<file path="src/hdl/fxpcs_defs.svh">
// constants of the 100base-x coding datapath
`ifndef FXPCS_DEFS_SVH
`define FXPCS_DEFS_SVH

`define FXPCS_CG_IDLE 5'h1f
`define FXPCS_CG_J 5'h18
`define FXPCS_CG_K 5'h11
`define FXPCS_CG_T 5'h0d
`define FXPCS_CG_R 5'h07
`define FXPCS_CG_HALT 5'h04

`define FXPCS_NIB_PREAMBLE 4'h5
`define FXPCS_NIB_INVALID 4'h6
`define FXPCS_NIB_INVALID_ALT 4'h5

`define FXPCS_SYNC_IDLES 5'h10
`define FXPCS_HOLD_IDLES 5'h10
`define FXPCS_BIT_LAST 3'h4
`define FXPCS_LOCK_SILENCE 7'h40

`define FXPCS_CLK_PERIOD_NS 8
`define FXPCS_HOLD_SHORT_NS 722000
`define FXPCS_HOLD_LONG_NS 2000000
`define FXPCS_TIMER_W 18

`endif

</file>
<file path="src/hdl/fxpcs_pkg.sv">
// types of the 100base-x coding datapath
package fxpcs_pkg;

  typedef enum logic [3:0] {
    FXPCS_TX_IDLE = 4'b0001,
    FXPCS_TX_K    = 4'b0010,
    FXPCS_TX_DATA = 4'b0100,
    FXPCS_TX_R    = 4'b1000
  } fxpcs_tx_state_t;

  typedef struct packed {
    logic       en;
    logic       er;
    logic [3:0] nib;
  } fxpcs_tx_item_t;

  typedef struct packed {
    logic       dv;
    logic       er;
    logic [3:0] nib;
  } fxpcs_rx_nib_t;

  typedef struct packed {
    logic nrzi;
    logic descr;
    logic align;
    logic dec;
  } fxpcs_bypass_t;

  typedef struct packed {
    logic hold_long;
    logic hold_off;
    logic alt_invalid;
  } fxpcs_cfg_t;

  typedef struct packed {
    logic [4:0]  ks;
    logic [10:0] st;
  } fxpcs_ks_t;

endpackage : fxpcs_pkg

</file>
<file path="src/hdl/fxpcs_rx_coding.sv">
// 100base-x coding datapath: tx halt substitution, rx decode chain, tx fifo
`timescale 1ns/1ps
`default_nettype none
`include "fxpcs_defs.svh"

module fxpcs_fifo #(
  parameter int WIDTH = 6,
  parameter int DEPTH = 8
) (
  input  wire logic             clk,
  input  wire logic             rst,
  input  wire logic [WIDTH-1:0] in_data,
  input  wire logic             in_valid,
  output logic                  in_ready,
  output logic      [WIDTH-1:0] out_data,
  output logic                  out_valid,
  input  wire logic             out_ready
);
  localparam int AW = $clog2(DEPTH);

  typedef struct packed {
    logic [AW-1:0] wr;
    logic [AW-1:0] rd;
    logic [AW:0]   cnt;
    logic          ready;
    logic          empty;
  } fxpcs_fifo_state_t;

  if (DEPTH < 2 || (1 << AW) != DEPTH) begin : g_chk
    $error("fifo depth must be a power of two, at least 2");
  end

  fxpcs_fifo_state_t r_reg;
  fxpcs_fifo_state_t r_next;
  logic [WIDTH-1:0]  mem [DEPTH];
  logic              push;
  logic              pop;

  assign in_ready  = r_reg.ready;
  assign out_valid = !r_reg.empty;
  assign out_data  = mem[r_reg.rd];

  always_comb begin
    r_next = r_reg;
    push   = in_valid && r_reg.ready;
    pop    = out_ready && !r_reg.empty;
    if (push) begin
      r_next.wr = r_reg.wr + 1'b1;
    end
    if (pop) begin
      r_next.rd = r_reg.rd + 1'b1;
    end
    if (push && !pop) begin
      r_next.cnt = r_reg.cnt + 1'b1;
    end else if (pop && !push) begin
      r_next.cnt = r_reg.cnt - 1'b1;
    end
    r_next.ready = r_next.cnt != (AW+1)'(DEPTH);
    r_next.empty = r_next.cnt == '0;
  end

  always_ff @(posedge clk or posedge rst) begin
    if (rst) begin
      r_reg       <= '0;
      r_reg.empty <= 1'b1;
      r_reg.ready <= 1'b1;
    end else begin
      r_reg <= r_next;
    end
  end

  always_ff @(posedge clk) begin
    if (push) begin
      mem[r_reg.wr] <= in_data;
    end
  end
endmodule : fxpcs_fifo

module fxpcs_rx_coding #(
  parameter int unsigned HOLD_SHORT_CYC = `FXPCS_HOLD_SHORT_NS / `FXPCS_CLK_PERIOD_NS,
  parameter int unsigned HOLD_LONG_CYC  = `FXPCS_HOLD_LONG_NS / `FXPCS_CLK_PERIOD_NS,
  parameter int          TX_DEPTH       = 8
) (
  input  wire logic                     clk,
  input  wire logic                     rst,
  input  wire fxpcs_pkg::fxpcs_cfg_t    cfg,
  input  wire fxpcs_pkg::fxpcs_bypass_t bypass,
  input  wire fxpcs_pkg::fxpcs_tx_item_t tx_item,
  input  wire logic                     tx_valid,
  output logic                          tx_ready,
  output logic                    [4:0] tx_code,
  output logic                          tx_code_strobe,
  input  wire logic                     rx_line,
  output logic                          rx_locked,
  output logic                          descr_synced,
  output fxpcs_pkg::fxpcs_rx_nib_t      rx_out,
  output logic                          rx_strobe
);
  localparam int TW = `FXPCS_TIMER_W;
  localparam logic [4:0] CG_TAB [16] = '{
    5'h1e, 5'h09, 5'h14, 5'h15, 5'h0a, 5'h0b, 5'h0e, 5'h0f,
    5'h12, 5'h13, 5'h16, 5'h17, 5'h1a, 5'h1b, 5'h1c, 5'h1d
  };

  if (HOLD_SHORT_CYC == 0 || HOLD_LONG_CYC >= (1 << TW)) begin : g_chk
    $error("hold timer counts out of range");
  end

  typedef struct packed {
    logic                       s1;
    logic                       s2;
    logic                       prev;
    logic [6:0]                 sil;
    logic                       locked;
    logic [2:0]                 bitc;
    logic [3:0]                 gsr;
    logic [14:0]                hist;
    logic [10:0]                lfsr;
    logic                       synced;
    logic [4:0]                 icnt;
    logic [TW-1:0]              timer;
    logic [14:0]                win;
    logic [2:0]                 off;
    logic                       in_frame;
    logic                       t_pend;
    logic                       idle_pend;
    fxpcs_pkg::fxpcs_rx_nib_t   rx_out;
    logic                       rx_strobe;
    fxpcs_pkg::fxpcs_tx_state_t tx_st;
    logic [2:0]                 tx_slot;
    logic [4:0]                 tx_code;
    logic                       tx_strobe;
  } fxpcs_state_t;

  fxpcs_state_t              r_reg;
  fxpcs_state_t              r_next;
  fxpcs_pkg::fxpcs_tx_item_t f_item;
  logic                      f_valid;
  logic                      f_full_n;
  logic                      tx_pop;

  // 11-bit scrambler keystream, five steps per code-group
  function automatic fxpcs_pkg::fxpcs_ks_t fxpcs_ks(input logic [10:0] s);
    fxpcs_pkg::fxpcs_ks_t k;
    logic                 b;
    k.st = s;
    k.ks = '0;
    for (int i = 0; i < 5; i++) begin
      b         = k.st[10] ^ k.st[8];
      k.ks[4-i] = b;
      k.st      = {k.st[9:0], b};
    end
    return k;
  endfunction : fxpcs_ks

  fxpcs_fifo #(
    .WIDTH ($bits(fxpcs_pkg::fxpcs_tx_item_t)),
    .DEPTH (TX_DEPTH)
  ) u_tx_fifo (
    .clk       (clk),
    .rst       (rst),
    .in_data   (tx_item),
    .in_valid  (tx_valid),
    .in_ready  (f_full_n),
    .out_data  (f_item),
    .out_valid (f_valid),
    .out_ready (tx_pop)
  );

  assign tx_ready       = f_full_n;
  assign tx_code        = r_reg.tx_code;
  assign tx_code_strobe = r_reg.tx_strobe;
  assign rx_locked      = r_reg.locked;
  assign descr_synced   = r_reg.synced;
  assign rx_out         = r_reg.rx_out;
  assign rx_strobe      = r_reg.rx_strobe;

  always_comb begin
    logic                 trans;
    logic                 nrz;
    logic                 bnd;
    logic [4:0]           grp;
    logic [15:0]          full;
    fxpcs_pkg::fxpcs_ks_t ks_c;
    fxpcs_pkg::fxpcs_ks_t ks_l;
    logic [4:0]           ud;
    logic                 d_ok;
    logic                 hit;
    logic [2:0]           fo;
    logic [2:0]           off_use;
    logic [4:0]           ag;
    logic                 is_data;
    logic [3:0]           dnib;
    logic [3:0]           inv_nib;
    logic [TW-1:0]        load;
    trans   = 1'b0;
    nrz     = 1'b0;
    bnd     = 1'b0;
    grp     = '0;
    full    = '0;
    ks_c    = '0;
    ks_l    = '0;
    ud      = '0;
    d_ok    = 1'b0;
    hit     = 1'b0;
    fo      = '0;
    off_use = '0;
    ag      = '0;
    is_data = 1'b0;
    dnib    = '0;
    inv_nib = '0;
    load    = '0;
    tx_pop  = 1'b0;
    r_next  = r_reg;

    // line bit is sampled on the recovered clock through two flops
    r_next.s1   = rx_line;
    r_next.s2   = r_reg.s1;
    r_next.prev = r_reg.s2;
    trans       = r_reg.s2 ^ r_reg.prev;
    nrz         = bypass.nrzi ? r_reg.s2 : trans;
    r_next.sil  = trans ? '0 : (r_reg.sil == `FXPCS_LOCK_SILENCE ? r_reg.sil
                                                                  : r_reg.sil + 7'h1);
    r_next.locked = r_next.sil != `FXPCS_LOCK_SILENCE;

    bnd           = r_reg.bitc == `FXPCS_BIT_LAST;
    r_next.bitc   = bnd ? 3'h0 : r_reg.bitc + 3'h1;
    r_next.gsr    = {r_reg.gsr[2:0], nrz};
    grp           = {r_reg.gsr, nrz};
    full          = {r_reg.hist, ~nrz};
    r_next.hist   = full[14:0];
    r_next.rx_strobe = 1'b0;

    load    = cfg.hold_long ? TW'(HOLD_LONG_CYC) : TW'(HOLD_SHORT_CYC);
    inv_nib = cfg.alt_invalid ? `FXPCS_NIB_INVALID_ALT : `FXPCS_NIB_INVALID;

    if (r_reg.synced && !cfg.hold_off) begin
      if (r_reg.timer == '0) begin
        r_next.synced = 1'b0;
        r_next.icnt   = '0;
      end else begin
        r_next.timer = r_reg.timer - 1'b1;
      end
    end

    if (bnd) begin
      ks_c = fxpcs_ks(full[15:5]);
      ks_l = fxpcs_ks(r_reg.lfsr);
      ud   = grp;
      d_ok = 1'b1;
      if (!bypass.descr) begin
        if (r_reg.synced) begin
          ud          = grp ^ ks_l.ks;
          r_next.lfsr = ks_l.st;
          if (ud == `FXPCS_CG_IDLE && r_next.synced && !cfg.hold_off) begin
            if (r_reg.icnt == `FXPCS_HOLD_IDLES - 5'h1) begin
              r_next.icnt  = '0;
              r_next.timer = load;
            end else begin
              r_next.icnt = r_reg.icnt + 5'h1;
            end
          end
        end else begin
          // candidate state is taken from the inverted line history
          d_ok = 1'b0;
          ud   = grp ^ ks_c.ks;
          if (ud != `FXPCS_CG_IDLE) begin
            r_next.icnt = '0;
          end else if (r_reg.icnt == `FXPCS_SYNC_IDLES - 5'h1) begin
            r_next.synced = 1'b1;
            r_next.icnt   = '0;
            r_next.lfsr   = ks_c.st;
            r_next.timer  = load;
          end else begin
            r_next.icnt = r_reg.icnt + 5'h1;
          end
        end
      end

      r_next.win = {r_reg.win[9:0], ud};
      if (d_ok && !r_reg.in_frame) begin
        for (int o = 0; o < 5; o++) begin
          if (!hit && (!bypass.align || o == 0) &&
              10'(r_next.win >> (5 - o)) == {`FXPCS_CG_J, `FXPCS_CG_K}) begin
            hit = 1'b1;
            fo  = 3'(o);
          end
        end
      end
      off_use = hit ? fo : r_reg.off;
      if (hit) begin
        r_next.off = fo;
      end
      ag = 5'(r_next.win >> (3'h5 - off_use));

      for (int i = 0; i < 16; i++) begin
        if (CG_TAB[i] == ag) begin
          is_data = 1'b1;
          dnib    = 4'(i);
        end
      end

      r_next.rx_strobe = 1'b1;
      r_next.rx_out    = '0;
      if (!d_ok) begin
        r_next.in_frame  = 1'b0;
        r_next.t_pend    = 1'b0;
        r_next.idle_pend = 1'b0;
      end else if (!r_reg.in_frame) begin
        if (hit) begin
          r_next.in_frame  = 1'b1;
          r_next.idle_pend = 1'b0;
          r_next.rx_out    = '{dv: 1'b1, er: 1'b0, nib: `FXPCS_NIB_PREAMBLE};
        end
      end else if (r_reg.t_pend) begin
        r_next.t_pend   = 1'b0;
        r_next.in_frame = 1'b0;
        if (ag != `FXPCS_CG_R) begin
          r_next.rx_out = '{dv: 1'b1, er: 1'b1, nib: inv_nib};
        end
      end else if (ag == `FXPCS_CG_T) begin
        r_next.t_pend = 1'b1;
      end else if (ag == `FXPCS_CG_IDLE) begin
        if (r_reg.idle_pend) begin
          r_next.in_frame  = 1'b0;
          r_next.idle_pend = 1'b0;
        end else begin
          r_next.idle_pend = 1'b1;
          r_next.rx_out    = '{dv: 1'b1, er: 1'b1, nib: inv_nib};
        end
      end else begin
        r_next.idle_pend = 1'b0;
        if (is_data) begin
          r_next.rx_out = '{dv: 1'b1, er: 1'b0, nib: dnib};
        end else begin
          r_next.rx_out = '{dv: 1'b1, er: 1'b1, nib: inv_nib};
        end
      end
      // transparent mode hands the raw aligned group out, bit 4 on er
      if (bypass.dec) begin
        r_next.rx_out = '{dv: d_ok, er: ag[4], nib: ag[3:0]};
      end
    end

    r_next.tx_strobe = 1'b0;
    if (r_reg.tx_slot == `FXPCS_BIT_LAST) begin
      r_next.tx_slot   = 3'h0;
      r_next.tx_strobe = 1'b1;
      unique case (r_reg.tx_st)
        fxpcs_pkg::FXPCS_TX_IDLE: begin
          r_next.tx_code = `FXPCS_CG_IDLE;
          tx_pop         = f_valid;
          if (f_valid && f_item.en) begin
            r_next.tx_code = `FXPCS_CG_J;
            r_next.tx_st   = fxpcs_pkg::FXPCS_TX_K;
          end
        end
        fxpcs_pkg::FXPCS_TX_K: begin
          r_next.tx_code = `FXPCS_CG_K;
          tx_pop         = f_valid && f_item.en;
          r_next.tx_st   = fxpcs_pkg::FXPCS_TX_DATA;
        end
        fxpcs_pkg::FXPCS_TX_DATA: begin
          tx_pop = f_valid;
          if (f_valid && f_item.en) begin
            r_next.tx_code = f_item.er ? `FXPCS_CG_HALT : CG_TAB[f_item.nib];
          end else begin
            r_next.tx_code = `FXPCS_CG_T;
            r_next.tx_st   = fxpcs_pkg::FXPCS_TX_R;
          end
        end
        fxpcs_pkg::FXPCS_TX_R: begin
          r_next.tx_code = `FXPCS_CG_R;
          r_next.tx_st   = fxpcs_pkg::FXPCS_TX_IDLE;
        end
      endcase
    end else begin
      r_next.tx_slot = r_reg.tx_slot + 3'h1;
    end
  end

  always_ff @(posedge clk or posedge rst) begin
    if (rst) begin
      r_reg         <= '0;
      r_reg.tx_st   <= fxpcs_pkg::FXPCS_TX_IDLE;
      r_reg.tx_code <= `FXPCS_CG_IDLE;
    end else begin
      r_reg <= r_next;
    end
  end
endmodule : fxpcs_rx_coding

`default_nettype wire

</file>
<file path="config.mk">
export PLATFORM = sky130hd
export DESIGN_NAME = fxpcs_rx_coding
export DESIGN_NICKNAME = d
export VERILOG_FILES = /design/src/hdl/fxpcs_pkg.sv /design/src/hdl/fxpcs_rx_coding.sv
export VERILOG_INCLUDE_DIRS = /design/src /design/src/hdl
export SDC_FILE = /design/constraint.sdc
export NUM_CORES = 1
export LEC_CHECK = 0
export BUFFER_PORTS_ARGS = -buffer_cell sky130_fd_sc_hd__buf_2
export CORE_ASPECT_RATIO = 0.9
export CORE_UTILIZATION = 50
export DETAILED_ROUTE_END_ITERATION = 10
export GPL_TIMING_DRIVEN = 0
export PLACE_DENSITY = 0.72
export SYNTH_ARGS = -nofsm -noshare
export SYNTH_HDL_FRONTEND = slang
export SYNTH_SLANG_ARGS = --single-unit
</file>
<file path="constraint.sdc">
create_clock -name clk -period 4.8 [get_ports clk]
set_input_delay 1.44 -clock clk [delete_from_list [all_inputs] [get_ports clk]]
set_output_delay 1.44 -clock clk [all_outputs]
set_load 0.05 [all_outputs]
</file>
==> metrics.cfg <==
[routing]
vias_per_cell = 5.87
vias = 6713
drc_errors = 0
drt-initial-drc-count = 632
drt.antenna.violating_nets = 0
dr.pass1.iters = 7
drt-total-wl_mm = 19.8
wl_per_cell_um = 17.3

[logic_synthesis]
ys_ff_latch = 164
syn-num-nets = 868
syn_inst = 838
syn_area_per_cell_sq_um = 10.7
yosysWarnings = 0
synth_area_sq_um = 8970
ys_types = 103
synthArstFlopShare_pct = 70.7
synth_area_leaders = dfrtp_1 (30%), edfxtp_1 (16%), xnor2_1 (4.2%)
synth.largest_area_cell = dfrtp_1
ys_seq_area_share_pct = 48.5
synth_top_area_share_pct = 30.1
synth-main-ff-cell = dfrtp_1
synth_edf_count = 48

[hold_path]
min_from = r_next[79]
holdCritPathClass = reg -> reg

[clock_tree]
cts_root_buf = clkbuf_16
cts_buffer_depth = 2
clk-insertion-delay-late_ns = 0.43
cts_max_level = 4
cts_sinks = 164
cts_hold_buf = 0
cts_buffers = 17
clk_pin_slew_ns = 0.07
cts_tree = built

[layout]
finalNetCount = 920
fin_util_pct = 57.3
final_cells = 1143
layout_commonest_cell = dfrtp_1
area_growth_pct = 12.5
diodes = 0
final_cell_mix = dfrtp_1 (108), nor2_1 (77), nand2_1 (66)
fillers = 1523
largest_reg_flops = 70
final_layout_size_suffix_gt1_share_pct = 18.3

[timing]
tightest_slew_ns = 1.27
setup_viol = 0
slew_headroom_pct = 14.4
fin_crit_ns = 4.61
hold_viol = 0
fmax_mhz = 217
finClkSkew_ns = 0.00919
maxSlewViolCount = 0
fin_crit_sh_pct = 96.0
rsz0062_at_grt = no

[critical_path]
crit_top_cell = buf_2
slowest_stage = o31ai_1
r2r_start = descr_synced
endpoint_kind = flip-flop
critical_path_arrival_ns = 4.95
r2r_setup_slack_ns = 0.75
crit_path_start = bypass[2]
start_kind = input port
r2r_cells = 15
path_cells = buf_2 -> or2b_4 -> o22ai_4 -> mux2_2 -> and3_4 -> o31ai_1 -> o21ai_1 -> o22a_1 -> nand2_2 -> buf_2 -> nand4_1 -> or3_1 -> a31oi_1
r2r_end = rx_out[1]
crit_required_ns = 5.14
path_class = in -> reg
path_max_fanout = 10
crit_path_end = rx_out[1]
slowest_delay_ns = 0.51

[floorplan]
fp.dieW_um = 143
start_util_pct = 51.0
rows = 46
pin_count = 33
fp.dieH_um = 129
core_area_sq_um = 17600
dieArea_sq_um = 18500

[placed_design]
io_buffers = 32
dpl.cell_count = 1111
gp_congestion = 0.942
hpwl_mm = 14.0

[outcome]
run_status = finished clean

[grt]
first_global_vias = 6378
grt.total_usage_pct = 22.7
grt_pass1_wl_mm = 32.5
grt_overflow = 0
antenna_found_initial = 0
grt_max_degree = 100

[power_and_ir_drop]
powerDensity_nw_per_um2 = 477
power.leakage_nw = 3.95
ir_worst_vdd_mv = 0.393

[job]
maxCapViolations = 0

## cell families (layout without fill, tap and decap cells)
| family | count (synthesis) | count (layout) | share of synthesized area (%) |
|---|---|---|---|
| AND/OR/NAND/NOR | 300 | 300 | 17.6 |
| AO/OA/AOI/OAI | 197 | 197 | 16.5 |
| flip-flops | 164 | 164 | 48.5 |
| buffers and inverters | 70 | 135 | 3.78 |
| XOR/XNOR | 60 | 60 | 6.02 |
| multiplexers | 34 | 34 | 5.80 |
| adder cells (fa/ha/maj) | 13 | 13 | 1.81 |
## through the flow
step / setup slack [ns] / setup TNS (ns) / hold WS (ns) / area [sq um] / power, mW
after floorplan: 0.301 / 0 / 0.331 / 8970 / 3.09
after detailed placement: -0.241 / -1.42 / 0.335 / 9470 / 3.44
after global routing: 0.000695 / 0 / 0.358 / 10100 / 5.07
after global placement: -1.14 / -122.75 / 0.333 / 9430 / 3.39
after CTS: 0.197 / 0 / 0.352 / 10100 / 4.84
final: 0.194 / 0 / 0.351 / 10100 / 4.81
## critical path, delay by kind of cell
family                 cells  cell delay, ns
muxes                      1            0.44
AOI/OAI and AO/OA          5            1.59
buffers and inverters      2            0.37
and+or+nand+nor            5            1.11
## Yosys cell counts, types with 15 or more instances
cell	n
xor2_1	15
nor2_1	77
clkbuf_1	19
nand3_1	19
o21ai_0	40
dfrtp_1	108
edfxtp_1	48
a22oi_1	17
nand2_1	66
xnor2_1	43
inv_1	25
a21oi_1	32
nor3_1	35
## area by class of cell
class | instances | area [sq um] | share of cell area (%)
clock buffer | 17 | 425 | 4.22
sequential | 164 | 4350 | 43.1
multi-input combinational | 604 | 4290 | 42.6
tap | 240 | 300 | 2.98
inverter | 26 | 103 | 1.02
timing repair buffer | 33 | 188 | 1.86
clock inverter | 15 | 185 | 1.84
buffer | 44 | 241 | 2.39
## worst min path at each step
stage / end / slack [ns] / cells after the start
after floorplan: r_next[106] / 0.33 / 0
after global placement: r_next[80] / 0.33 / 0
after detailed placement: r_next[79] / 0.33 / 0
after CTS: r_next[79] / 0.35 / 0
after global routing: r_next[80] / 0.36 / 0
final: r_next[80] / 0.35 / 0
## routing by layer
layer  wire length, um  track usage [%]  part of all wire, %
met5                 0                0                    0
met4               261             7.01                  1.3
met3               945             4.40                  4.8
met2              9330             35.6                   47
met1              9230             32.1                   47
## where the power goes
| part | internal, mW | switching (mW) | total [mW] |
|---|---|---|---|
| Sequential | 1.68 | 0.160 | 1.84 |
| Combinational | 0.638 | 0.945 | 1.58 |
| Clock | 0.750 | 0.637 | 1.39 |
## timing repair
item | in CTS | in global routing
buffers inserted | 0 | 0
resized for setup | 0 | 2
setup endpoints to repair | 0 | 3
(Power assumes the default switching activity.)
